File: config.mk
export PLATFORM = sky130hd
export DESIGN_NAME = led_blink_timer_open_status
export DESIGN_NICKNAME = d
export VERILOG_FILES = /design/src/hdl/blink_status_pkg.sv /design/src/hdl/led_blink_timer_open_status.sv
export SDC_FILE = /design/constraint.sdc
export NUM_CORES = 1
export LEC_CHECK = 0
export BUFFER_PORTS_ARGS = -buffer_cell sky130_fd_sc_hd__buf_2
export CAP_MARGIN = 30
export CORE_UTILIZATION = 40
export CTS_CLUSTER_SIZE = 40
export DETAILED_ROUTE_END_ITERATION = 8
export HOLD_SLACK_MARGIN = 0.1
export PLACE_DENSITY = 0.59
export SLEW_MARGIN = 20
export SYNTH_ARGS = -nofsm -noshare
export SYNTH_HDL_FRONTEND = slang
export SYNTH_SLANG_ARGS = --single-unit
File: constraint.sdc
create_clock -name sys_clk -period 2.7 [get_ports sys_clk]
set_input_delay 0.135 -clock sys_clk [delete_from_list [all_inputs] [get_ports sys_clk]]
set_output_delay 0.135 -clock sys_clk [all_outputs]
set_load 0.01 [all_outputs]
File: src/hdl/blink_status_pkg.sv
// Purpose: Shared constants and types for the channel-5 blink timer and
//          the open-circuit status register.
// Assumes: 50 MHz system clock, 8-bit register port from the I2C engine.
// Notes:   Offsets are the register addresses seen on the serial port.
package blink_status_pkg;

	// ----------------------------------------------------------------
	// Register map
	// ----------------------------------------------------------------
	localparam logic [7:0] BLINK_OFFSET  = 8'h30;
	localparam logic [7:0] STATUS_OFFSET = 8'h31;
	localparam logic [7:0] BLINK_RESET   = 8'h00;
	localparam logic [4:0] FLAGS_RESET   = 5'h00;
	localparam int         DARK_MSB      = 7;
	localparam int         DARK_LSB      = 4;
	localparam int         LIT_MSB       = 3;
	localparam int         LIT_LSB       = 0;
	localparam int         NUM_CHANNELS  = 5;

	// ----------------------------------------------------------------
	// Timing: one tick is the 0.125 s lit-time step
	// ----------------------------------------------------------------
	localparam int CLK_PERIOD_NS = 20;
	localparam int TICK_TIME_NS  = 125000000;
	localparam int TICK_CYCLES   = TICK_TIME_NS / CLK_PERIOD_NS;
	localparam int DARK_TICKS_PER_CODE = 2;  // 0.25 s per dark code step

	// ----------------------------------------------------------------
	// Types
	// ----------------------------------------------------------------
	typedef struct packed {
		logic       wr;
		logic       rd;
		logic [7:0] addr;
		logic [7:0] wdata;
	} reg_req_type;

	typedef enum logic {LIT, DARK} blink_state_type;

endpackage : blink_status_pkg

File: src/hdl/led_blink_timer_open_status.sv
// Purpose: Channel-5 blink sequencer and sticky open-circuit flags for
//          five LED sinks, behind the serial-port register interface.
// Assumes: Open detectors, supply-present and group assignment arrive
//          from analog or other logic asynchronously and are synchronised.
// Notes:   Reads return data one cycle after the read strobe.
`timescale 1ns/1ns

// Functional notes
// - Dark-time code sits in bits 7:4; zero disables blinking.
// - Dark phase lasts code times 0.25 s.
// - Lit-time code in bits 3:0; lit phase lasts (code+1) times 0.125 s.
// - While channel 5 is in the grouped backlight, it is driven steadily.
// - Both blink fields reset to zero, blinking disabled.
// - Status bits 4:0 are open flags for channels 1..5; bits 7:5 read 0.
// - Writing 1 clears a flag; a supply power cycle clears all flags.
module led_blink_timer_open_status
	import blink_status_pkg::*;
#(
	parameter int TICK_LEN = blink_status_pkg::TICK_CYCLES
) (
	input  wire logic                       sys_clk,
	input  wire logic                       rst,
	input  wire blink_status_pkg::reg_req_type reg_req,
	output logic [7:0]                      reg_rdata_ff,
	input  wire logic [4:0]                 open_detect,
	input  wire logic                       usb_supply_present,
	input  wire logic                       ch5_grouped,
	output logic                            ch5_drive_ff
);
	import blink_status_pkg::*;

	localparam int DIV_W = $clog2(TICK_LEN);

	logic [7:0]            blink_ff;
	logic [4:0]            flags_ff;
	logic [6:0]            sync1_ff;
	logic [6:0]            sync2_ff;
	logic [6:0]            sync3_ff;
	logic [6:0]            filt_ff;
	logic [DIV_W-1:0]      div_ff;
	logic                  tick;
	logic [4:0]            tick_cnt_ff;
	blink_state_type       state_ff;
	logic [3:0]            dark_code;
	logic [3:0]            lit_code;
	logic [4:0]            dark_target;
	logic [4:0]            lit_target;
	logic                  running;
	logic                  blink_wr;
	logic                  status_wr;
	logic [4:0]            open_f;
	logic                  supply_ok;
	logic                  grouped_f;
	logic [4:0]            wr_mask;

	// ------------------------------------------------------------
	// Input synchronisers and agreement filter
	// ------------------------------------------------------------
	// Three stages; the filtered level follows once stages 2 and 3 agree
	always_ff @(posedge sys_clk or posedge rst) begin
		if (rst) begin
			sync1_ff <= 7'h00;
			sync2_ff <= 7'h00;
			sync3_ff <= 7'h00;
		end else begin
			sync1_ff <= {ch5_grouped, usb_supply_present, open_detect};
			sync2_ff <= sync1_ff;
			sync3_ff <= sync2_ff;
		end
	end

	generate
		for (genvar i = 0; i < 7; i++) begin : g_filt
			always_ff @(posedge sys_clk or posedge rst) begin
				if (rst) begin
					filt_ff[i] <= 1'b0;
				end else if (sync2_ff[i] == sync3_ff[i]) begin
					filt_ff[i] <= sync3_ff[i];
				end
			end
		end
	endgenerate

	assign open_f    = filt_ff[4:0];
	assign supply_ok = filt_ff[5];
	assign grouped_f = filt_ff[6];

	// ------------------------------------------------------------
	// Register port
	// ------------------------------------------------------------
	assign blink_wr  = reg_req.wr && (reg_req.addr == BLINK_OFFSET);
	assign status_wr = reg_req.wr && (reg_req.addr == STATUS_OFFSET);
	// Clear mask of a status write; zero when no status write is present
	assign wr_mask   = status_wr ? reg_req.wdata[4:0] : 5'h00;

	// Blink timing register, cleared to blinking disabled
	always_ff @(posedge sys_clk or posedge rst) begin
		if (rst) begin
			blink_ff <= BLINK_RESET;
		end else if (blink_wr) begin
			blink_ff <= reg_req.wdata;
		end
	end

	// Open flags: detection sets, write-one clears, set wins over clear
	always_ff @(posedge sys_clk or posedge rst) begin
		if (rst) begin
			flags_ff <= FLAGS_RESET;
		end else if (!supply_ok) begin
			flags_ff <= FLAGS_RESET;
		end else begin
			flags_ff <= (flags_ff & ~wr_mask)
				| open_f;
		end
	end

	// Read data; unmapped addresses read as zero
	always_ff @(posedge sys_clk or posedge rst) begin
		if (rst) begin
			reg_rdata_ff <= 8'h00;
		end else if (reg_req.rd) begin
			case (reg_req.addr)
				BLINK_OFFSET:  reg_rdata_ff <= blink_ff;
				STATUS_OFFSET: reg_rdata_ff <= {3'h0, flags_ff};
				default:       reg_rdata_ff <= 8'h00;
			endcase
		end
	end

	// ------------------------------------------------------------
	// Blink sequencer
	// ------------------------------------------------------------
	assign dark_code   = blink_ff[DARK_MSB:DARK_LSB];
	assign lit_code    = blink_ff[LIT_MSB:LIT_LSB];
	assign dark_target = 5'(dark_code * DARK_TICKS_PER_CODE);
	assign lit_target  = 5'(lit_code) + 5'h01;
	assign running     = (dark_code != 4'h0) && !grouped_f;
	assign tick        = (div_ff == DIV_W'(TICK_LEN - 1));

	// 0.125 s tick divider, restarted with each new sequence
	always_ff @(posedge sys_clk or posedge rst) begin
		if (rst) begin
			div_ff <= '0;
		end else if (!running || blink_wr || tick) begin
			div_ff <= '0;
		end else begin
			div_ff <= div_ff + DIV_W'(1);
		end
	end

	// Lit and dark phases counted in ticks
	always_ff @(posedge sys_clk or posedge rst) begin
		if (rst) begin
			state_ff    <= LIT;
			tick_cnt_ff <= 5'h00;
		end else if (!running || blink_wr) begin
			state_ff    <= LIT;
			tick_cnt_ff <= 5'h00;
		end else if (tick) begin
			case (state_ff)
				LIT: begin
					if (tick_cnt_ff == lit_target - 5'h01) begin
						state_ff    <= DARK;
						tick_cnt_ff <= 5'h00;
					end else begin
						tick_cnt_ff <= tick_cnt_ff + 5'h01;
					end
				end
				DARK: begin
					if (tick_cnt_ff == dark_target - 5'h01) begin
						state_ff    <= LIT;
						tick_cnt_ff <= 5'h00;
					end else begin
						tick_cnt_ff <= tick_cnt_ff + 5'h01;
					end
				end
				default: begin
					state_ff    <= LIT;
					tick_cnt_ff <= 5'h00;
				end
			endcase
		end
	end

	// Sink gate: steady on unless blinking and in the dark phase
	always_ff @(posedge sys_clk or posedge rst) begin
		if (rst) begin
			ch5_drive_ff <= 1'b1;
		end else begin
			ch5_drive_ff <= !(running && state_ff == DARK);
		end
	end
endmodule : led_blink_timer_open_status

# Yosys cells after proc, flatten, opt, wreduce, memory -nomap -nowiden

Index checks and enable logic that the tools add are counted.

Bits of input ports: 27
Output and inout port bits: 9
Logic and storage cells: 63
Register bits: 79

Bitwise logic cells: 4
Muxes and demuxes: 14
Equal/unequal tests: 12
Reduce and logical (&&, ||, !) cells: 11
Add/sub/neg operators: 5

Operator list:

| kind                                                                | count |
|---|---|
| 5-bit two-way mux                                                   | 6 |
| 23-bit by 1-bit adder with 23-bit output (second input constant)    | 1 |
| 23-bit == test (second input constant)                              | 1 |
| 23-bit two-way mux                                                  | 1 |
| 8-bit by 6-bit == test with 1-bit output (second input constant)    | 2 |
| 8-bit one-hot mux with 2 select lines                               | 1 |
| 5-bit == test                                                       | 2 |
| 5-bit one-hot mux with 2 select lines                               | 1 |
| 5-bit by 1-bit subtractor with 5-bit output (second input constant) | 2 |
| 1-bit == test                                                       | 7 |
| 4-bit by 1-bit adder with 5-bit output (second input constant)      | 1 |
| 5-bit by 1-bit adder with 5-bit output (second input constant)      | 1 |
| 5-bit bitwise AND                                                   | 1 |
| 5-bit inverter                                                      | 1 |
| 5-bit bitwise OR                                                    | 1 |
| 1-bit logical AND                                                   | 4 |
| 1-bit two-way mux                                                   | 4 |
| 4-bit nonzero test                                                  | 1 |
| 1-bit zero test                                                     | 3 |
| 1-bit logical OR                                                    | 2 |
| 1-bit one-hot mux with 2 select lines                               | 1 |
| 2-bit nonzero test                                                  | 1 |
| 1-bit inverter                                                      | 1 |

# Depth between registers and ports, before layout

Gate-level depths: netlist of run 1.

Depth in word-level cells: 7
Gate-level depth with buffers: 7

# Worst setup path after synthesis of run 1

OpenSTA, ideal clock, no wires.

Path type: register to register
From: register div_ff[4]
To: register div_ff[4]
Cell stages (with the launch flop): 7
Arrival: 1876 ps
Library setup time: 120 ps
Clock period less this slack: 1995 ps
Setup slack: 705 ps
Cell sequence: dfrtp_1 > or4b_1 > or4_1 > buf_2 > nand3_2 > buf_6 > nor2_1

Longest elaborated chain between the ends: 3
Elaborated cells on any way between the ends: 4
Classes of those cells: add/sub: 1; eq/ne: 1; mux: 1; reduce/logical: 1

RTL lines:

| what                                                                                             | line                               | text |
|---|---|---|
| start: declaration                                                                               | led_blink_timer_open_status.sv:40  | `logic [DIV_W-1:0] div_ff;` |
| start signal: assignment                                                                         | led_blink_timer_open_status.sv:147 | `div_ff <= div_ff + DIV_W'(1);` |
| parallel branches: the longest is 2 deep, another holds 23-bit by 1-bit adder with 23-bit output | -                                  |  |
| 23-bit two-way mux (*)                                                                           | led_blink_timer_open_status.sv:144 | `end else if (!running \|\| blink_wr \|\| tick) begin` |

Every way passes the cells marked *.
A chain may end at the register's enable or synchronous reset.

# Worst setup path after layout of run 1

From: register div_ff[4]
To: register div_ff[7]

Same word-level chain as after synthesis.

==> flow_summary_export.csv, run 1 <==
group,metric,value,unit
status,status,"completed",
cts,cts_buffers,9,
logic_synthesis,syn-num-nets,312,
placed_design,dpl.hpwl,3.952,mm
sta,fin_skew,0.01304,ns
setup_path,critPathArrivalTime,2.45,ns
cts,htree_levels,3,
final_layout,syn2layout_area_growth,18.53,%
logic_synthesis,synth_seq_area_share,60.53,%
sta,slew-limit-headroom,48.83,%
drt,ant_nets,0,
logic_synthesis,synth.area.top_cells,"dfrtp_1, nor2_1, xor2_1",
setup_path,path_class,"flip-flop to flip-flop",
die,die-area,8536,um^2
placed_design,gp_congestion,0.7885,
job,drv_cap,0,
setup_path,startpoint_type,"flip-flop",
cts,ctsResizeCount,0,
power_and_ir_drop,powerDensity,569.5,nW/um^2
logic_synthesis,synth_top_cell_area_share,59.72,%
cts,insertion_delay,0.34,ns
cts,tritoncts,"done",
cts,cts_sinks,79,
power_and_ir_drop,combPwrFrac,6.8,%
die,die_w,92.39,um
logic_synthesis,yosysTopAreaCell,"dfrtp_1",
cts,clockBufferDepth,2,
global_route,grt_antenna_before_repair,0,
die,io_pins,36,
cts,cts_hold_buf,16,
logic_synthesis,ys_seq_elements,79,
setup_path,worstPathCellList,"or4b_1, or4_1, nand3_2, nor2_1",
cts,postCtsSetupBuffers,0,
power_and_ir_drop,netSwitchingFraction,24.52,%
sta,timing.final.setup_violations,0,
drt,post_drt_wl_per_cell,12.81,um
power_and_ir_drop,peakVddDrop,0.4153,mV
worst_hold_path,hold_class,"input pin to flip-flop",
global_route,grt_first_pass_wirelength,10.32,mm
logic_synthesis,ys_types,38,
die,core_area,7807,um^2
cts,clockRootBuffer,"clkbuf_8",
sta,fin_crit_sh,83.45,%
setup_path,required,2.90,ns
global_route,met3_usage,4.187,%
global_route,use_met2,23.40,%
power_and_ir_drop,p_seq_share,57.2,%
sta,hold_viol_final,0,
sta,slew_viol_final,0,
global_route,overflow,0,
placed_design,place_area,3536,um^2
final_layout,fillers,740,
final_layout,fin_nets,367,
global_route,track_usage,15.32,%
logic_synthesis,avgSynthCellArea,11.59,um^2
final_layout,drive_above_1_share,19.06,%
sta,period_minus_slack,2.253,ns
setup_path,crit_path_end_kind,"flip-flop",
power_and_ir_drop,clkPwrFrac,36.0,%
power_and_ir_drop,p_switching,0.5410,mW
drt,drc_errors,0,
die,die_y,92.39,um
sta,grt_setup_unrepaired,"false",
logic_synthesis,synth_area,3268,um^2
drt,vias,2201,
setup_path,slowest_stage,"or4_1",
drt,drt_iter0_drc,77,
die,rows,32,
final_layout,stdcell_area,3874,um^2
drt,firstDrtPassIters,6,
global_route,busiest_layer,"met2",
logic_synthesis,yosys_warnings,0,
logic_synthesis,syn_inst,282,
setup_path,critPathMaxStageDelay,0.69,ns
die,start_util,41.86,%
power_and_ir_drop,p_int,1.665,mW
global_route,grt_pass1_vias,2173,
global_route,grtUsageMet1,21.23,%
drt,avgViaCountPerCell,4.968,
final_layout,antennaDiodeCount,0,
global_route,grt_max_degree,32,
setup_path,crit_fanout,22,
setup_path,critPathBufInv,0,
power_and_ir_drop,leakagePower,1.665,nW
sta,tns,0,ns
cts,path_clk_slew,0.09,ns
drt,wl,5.677,mm
sta,worst_pin_slew,0.7606,ns
setup_path,critPathTopFamily,"simple AND/OR/NAND/NOR gates",
placed_design,port_buffers,35,
sta,fmax,443.8,MHz
==> worst paths after layout <==
kind | cells after the start | slack (ns) | from | endpoint
worst max-delay path | 4 | 0.45 | div_ff[4] | div_ff[7]
worst min-delay path | 2 | 0.15 | reg_req[16] | reg_rdata_ff[2]
worst max register to register | 4 | 0.45 | div_ff[4] | div_ff[7]
worst min register to register | 0 | 0.35 | sync1_ff[3] | sync2_ff[3]
max in group asynchronous | 4 | 1.49 | rst | blink_ff[0]
min in group asynchronous | 3 | 0.41 | rst | sync1_ff[6]
==> area by class of cell <==
cell class | instances | area (um^2) | area share (%)
multi-input cells | 186 | 1210 | 31.23
inverters | 8 | 30.03 | 0.7752
well taps | 102 | 127.6 | 3.295
flip-flops and latches | 79 | 1978 | 51.07
repair buffers | 53 | 350.3 | 9.044
clock buffers | 10 | 137.6 | 3.553
clock inverters | 5 | 40.04 | 1.034
==> cell usage after synthesis <==
cell,number
o2111ai_1,1
and4_1,1
dfstp_2,1
inv_1,8
nand4_1,10
xnor2_1,14
nor4bb_1,1
ha_1,3
a21boi_0,5
buf_2,1
and3_1,2
and2_1,1
a2111o_1,1
nor4_1,2
nand3b_1,1
a21oi_1,9
nand4b_1,2
o21ai_0,3
xor2_1,16
nor4b_1,1
nor4_2,1
a31oi_1,3
nand3_2,1
clkbuf_1,6
or4_1,2
nand3_1,18
a22oi_1,5
nor2b_1,1
nor3_1,6
buf_6,2
nand4b_2,1
or4b_1,1
nor2_1,39
o21a_1,5
dfrtp_1,78
nand2_1,15
mux2_2,8
maj3_1,7
==> state kept, by name, indices dropped and copies added, names as in the netlist <==
signal / cells
sync2_ff: 7
state_ff: 1
sync3_ff: 7
filt_ff: 5
reg_rdata_ff: 8
div_ff: 23
sync1_ff: 7
ch5_drive_ff: 1
blink_ff: 8
supply_ok: 1
grouped_f: 1
flags_ff: 5
tick_cnt_ff: 5
==> kinds of logic after synthesis <==
group,share of synthesized area [%]
buf+inv,2.450
mux,2.757
flops,60.53
compound gates,6.470
simple gates,16.46
fa+ha+maj,3.293
xor+xnor,8.040
==> cell usage in the layout, fill, tap and decap left out, types with 2 or more instances in the layout <==
master	Yosys	routed
and3_1	2	2
dfrtp_1	78	78
mux2_2	8	8
maj3_1	7	7
nand2_1	15	15
clkinv_4	0	2
inv_1	8	7
a31oi_1	3	3
ha_1	3	3
dlygate4sd3_1	0	16
a22oi_1	5	5
o21a_1	5	5
clkbuf_8	0	10
nand4_1	10	10
nand3_1	18	18
nor4_1	2	2
nor3_1	6	6
nand4b_1	2	2
buf_4	0	2
a21oi_1	9	9
or4_1	2	2
a21boi_0	5	5
o21ai_0	3	3
buf_2	1	35
nor2_1	39	39
xor2_1	16	16
inv_6	0	2
xnor2_1	14	14
==> routing by layer <==
layer / routed length [um] / up-vias
li1: - / 1091
met4: 60 / 0
met5: 0 / -
met2: 2551 / 42
met1: 2866 / 1064
met3: 198 / 4
==> stage by stage <==
stage	util, %	std cells	power (mW)	hold WS, ns	worst slack, ns
2_1_floorplan	-	282	1.374	0.1664	0.5433
3_3_place_gp	45.29	412	1.418	0.2430	0.4979
3_5_place_dp	45.29	412	1.422	0.2443	0.4266
4_1_cts	49.62	443	2.238	0.1332	0.4280
5_1_grt	49.62	443	2.317	0.1504	0.3200
6_report	49.62	443	2.206	0.1491	0.4469
==> power by group through the flow <==
stage               Combinational (mW)  Clock (mW)  Sequential [mW]
floorplan                       0.0949           0             1.28
global placement                 0.133           0             1.28
detailed placement               0.136           0             1.29
CTS                              0.154       0.821             1.26
global route                     0.172       0.876             1.27
finish                           0.150       0.794             1.26
No activity file was read; power rests on OpenSTA's default activity.
==> run 2: changes to the inputs <==
Settings changed: ABC_AREA set to 1.
Clock period 2.7 ns to 2.35 ns, I/O delays scaled along.
==> flow_summary_export.csv, run 2 <==
group,metric,value,unit
sta,fmax,516.9,MHz
setup_path,required,2.64,ns
logic_synthesis,synth_common_cells,"nand2_1, dfrtp_1, nor2_1",
logic_synthesis,synth_area,3621,um^2
drt,vias,2801,
die,io_pins,36,
placed_design,gp_congestion,0.8644,
power_and_ir_drop,p_switching,0.7393,mW
logic_synthesis,synth_flop_cell,"dfrtp_1",
cts,cts_sinks,79,
drt,wl,7.248,mm
setup_path,crit_path_end_kind,"flip-flop",
final_layout,largest-register,"div_ff",
cts,tritoncts,"done",
setup_path,cpMostUsedCell,"nand2_2",
final_layout,syn2layout_area_growth,18.07,%
sta,tns,0,ns
cts,htree_levels,3,
logic_synthesis,ys_seq_elements,79,
global_route,grt_max_degree,80,
cts,ctsResizeCount,0,
logic_synthesis,yosys_warnings,0,
logic_synthesis,async_flop_share,100.0,%
cts,clockRootBuffer,"clkbuf_8",
cts,cts_buffers,9,
final_layout,multi_input_area,1423,um^2
sta,worst_pin_slew,0.4208,ns
setup_path,critPathMaxStageDelay,0.38,ns
logic_synthesis,synth_edf_count,0,
setup_path,critPathTopFamily,"simple AND/OR/NAND/NOR gates",
sta,slew_viol_final,0,
logic_synthesis,syn_inst,418,
final_layout,stdcell_area,4275,um^2
sta,fin_crit_sh,82.32,%
power_and_ir_drop,clkPwrFrac,37.4,%
setup_path,critPathBufInv,2,
cts,clockBufferDepth,2,
sta,grt_setup_unrepaired,"false",
job,drv_cap,0,
final_layout,drive_above_1_share,16.80,%
global_route,track_usage,16.63,%
logic_synthesis,synth.area.top_cells,"dfrtp_1, nand2_1, nor2_1",
final_layout,largestRegisters,"div_ff: 23 flops, blink_ff: 8 flops, reg_rdata_ff: 8 flops",
power_and_ir_drop,peakVddDrop,0.3640,mV
cts,insertion_delay,0.35,ns
logic_synthesis,avgSynthCellArea,8.663,um^2
setup_path,path_class,"flip-flop to flip-flop",
power_and_ir_drop,powerDensity,624.4,nW/um^2
placed_design,port_buffers,35,
logic_synthesis,synth_seq_area_share,54.63,%
die,core_area,8763,um^2
drt,firstDrtPassIters,4,
drt,ant_nets,0,
sta,period_minus_slack,1.935,ns
die,die_w,97.15,um
die,rows,34,
placed_design,place_area,3909,um^2
setup_path,worstPathCellList,"inv_1, ha_1, nand2_2, o21bai_1, a21oi_2, nand2_2, inv_2, o21ai_0, nor2_1",
sta,timing.final.setup_violations,0,
drt,drc_errors,0,
placed_design,dpl.hpwl,5.091,mm
setup_path,critPathArrivalTime,2.22,ns
power_and_ir_drop,p_int,1.930,mW
status,status,"completed",
logic_synthesis,syn-num-nets,448,
power_and_ir_drop,p_seq_share,54.8,%
setup_path,slowest_stage,"dfrtp_1",
sta,hold_viol_final,0,
sta,fin_skew,0.01030,ns
global_route,overflow,0,
sta,slew-limit-headroom,71.95,%
logic_synthesis,synth_top_cell_area_share,53.90,%
final_layout,fin_nets,507,
final_layout,final_common_cell,"nand2_1",
setup_path,startpoint_type,"flip-flop",
final_layout,layout_common_cells,"nand2_1, dfrtp_1, nor2_1",
die,die_y,97.15,um
final_layout,largest_reg_flops,23,
drt,post_drt_wl_per_cell,12.28,um
logic_synthesis,ys_types,32,
power_and_ir_drop,leakagePower,2.014,nW
global_route,grt_antenna_before_repair,0,
power_and_ir_drop,combPwrFrac,7.8,%
final_layout,seqCellArea,1978,um^2
logic_synthesis,synth_most_common_cell,"nand2_1",
logic_synthesis,yosysTopAreaCell,"dfrtp_1",
cts,path_clk_slew,0.10,ns
worst_hold_path,hold_class,"input pin to flip-flop",
drt,drt_iter0_drc,117,
drt,avgViaCountPerCell,4.747,
global_route,grt_pass1_vias,2694,
final_layout,fillers,842,
die,start_util,41.32,%
global_route,grt_first_pass_wirelength,12.61,mm
die,die-area,9437,um^2
final_layout,antennaDiodeCount,0,
setup_path,crit_fanout,21,
power_and_ir_drop,netSwitchingFraction,27.69,%
[run 2: kinds of logic (layout without fill, tap and decap cells)]
kind of cell | after synthesis | in the layout | synth area share [%]
compound gates | 44 | 44 | 6.669
xor+xnor | 6 | 6 | 1.451
fa+ha+maj | 10 | 10 | 2.972
buf+inv | 52 | 116 | 6.082
flops | 79 | 79 | 54.63
simple gates | 227 | 227 | 28.20
[run 2: final timing paths]
path | startpoint | endpoint | slack [ns] | cells past startpoint
worst max register to register | blink_ff[4] | div_ff[9] | 0.42 | 9
worst min-delay path | reg_req[17] | flags_ff[2] | 0.17 | 4
min in group asynchronous | rst | sync1_ff[0] | 0.40 | 4
worst min register to register | sync1_ff[6] | sync2_ff[6] | 0.35 | 0
worst max-delay path | blink_ff[4] | div_ff[9] | 0.42 | 9
max in group asynchronous | rst | ch5_drive_ff | 1.60 | 4
[run 2: layout make-up]
| cell class | instances | area share (%) |
|---|---|---|
| sequential | 79 | 46.27 |
| multi-input combinational | 287 | 33.27 |
| timing repair buffer | 53 | 8.545 |
| inverter | 47 | 4.156 |
| tap | 108 | 3.161 |
| clock buffer | 9 | 2.897 |
| clock inverter | 7 | 1.697 |
[run 2: power groups by stage]
stage	logic, mW	clock network, mW	registers (mW)
6_report	0.209	0.997	1.46
5_1_grt	0.239	1.08	1.47
4_1_cts	0.213	1.03	1.46
3_3_place_gp	0.186	0	1.49
2_1_floorplan	0.130	0	1.48
3_5_place_dp	0.191	0	1.49
[run 2: layer usage]
layer,vias up,GRT usage [%],share of wire [%]
met1,1310,23.69,50
met5,-,0,0
met4,0,6.774,1.0
li1,1446,-,-
met2,41,25.19,46
met3,4,2.806,2.6
[run 2: worst register-to-register path: stages, from the launching register on]
cell	delay, ns
dfrtp_1	0.38
inv_1	0.09
ha_1	0.23
nand2_2	0.09
o21bai_1	0.09
a21oi_2	0.17
nand2_2	0.28
inv_2	0.29
o21ai_0	0.14
nor2_1	0.11
[run 2: what timing repair did]
action | CTS | global route
hold buffers | 17 | 0
buffers inserted | 0 | 0
endpoints found under the hold margin | 98 | 0
[run 2: stage by stage]
step | cells | total power [mW] | hold WS [ns] | utilization (%) | setup slack [ns]
6_report | 590 | 2.670 | 0.1726 | 48.79 | 0.4154
5_1_grt | 590 | 2.795 | 0.1830 | 48.79 | 0.1992
4_1_cts | 590 | 2.708 | 0.1576 | 48.79 | 0.3850
3_5_place_dp | 557 | 1.682 | 0.2268 | 44.60 | 0.4090
3_3_place_gp | 557 | 1.675 | 0.2247 | 44.60 | 0.5136
2_1_floorplan | 418 | 1.613 | 0.1489 | - | 0.2108
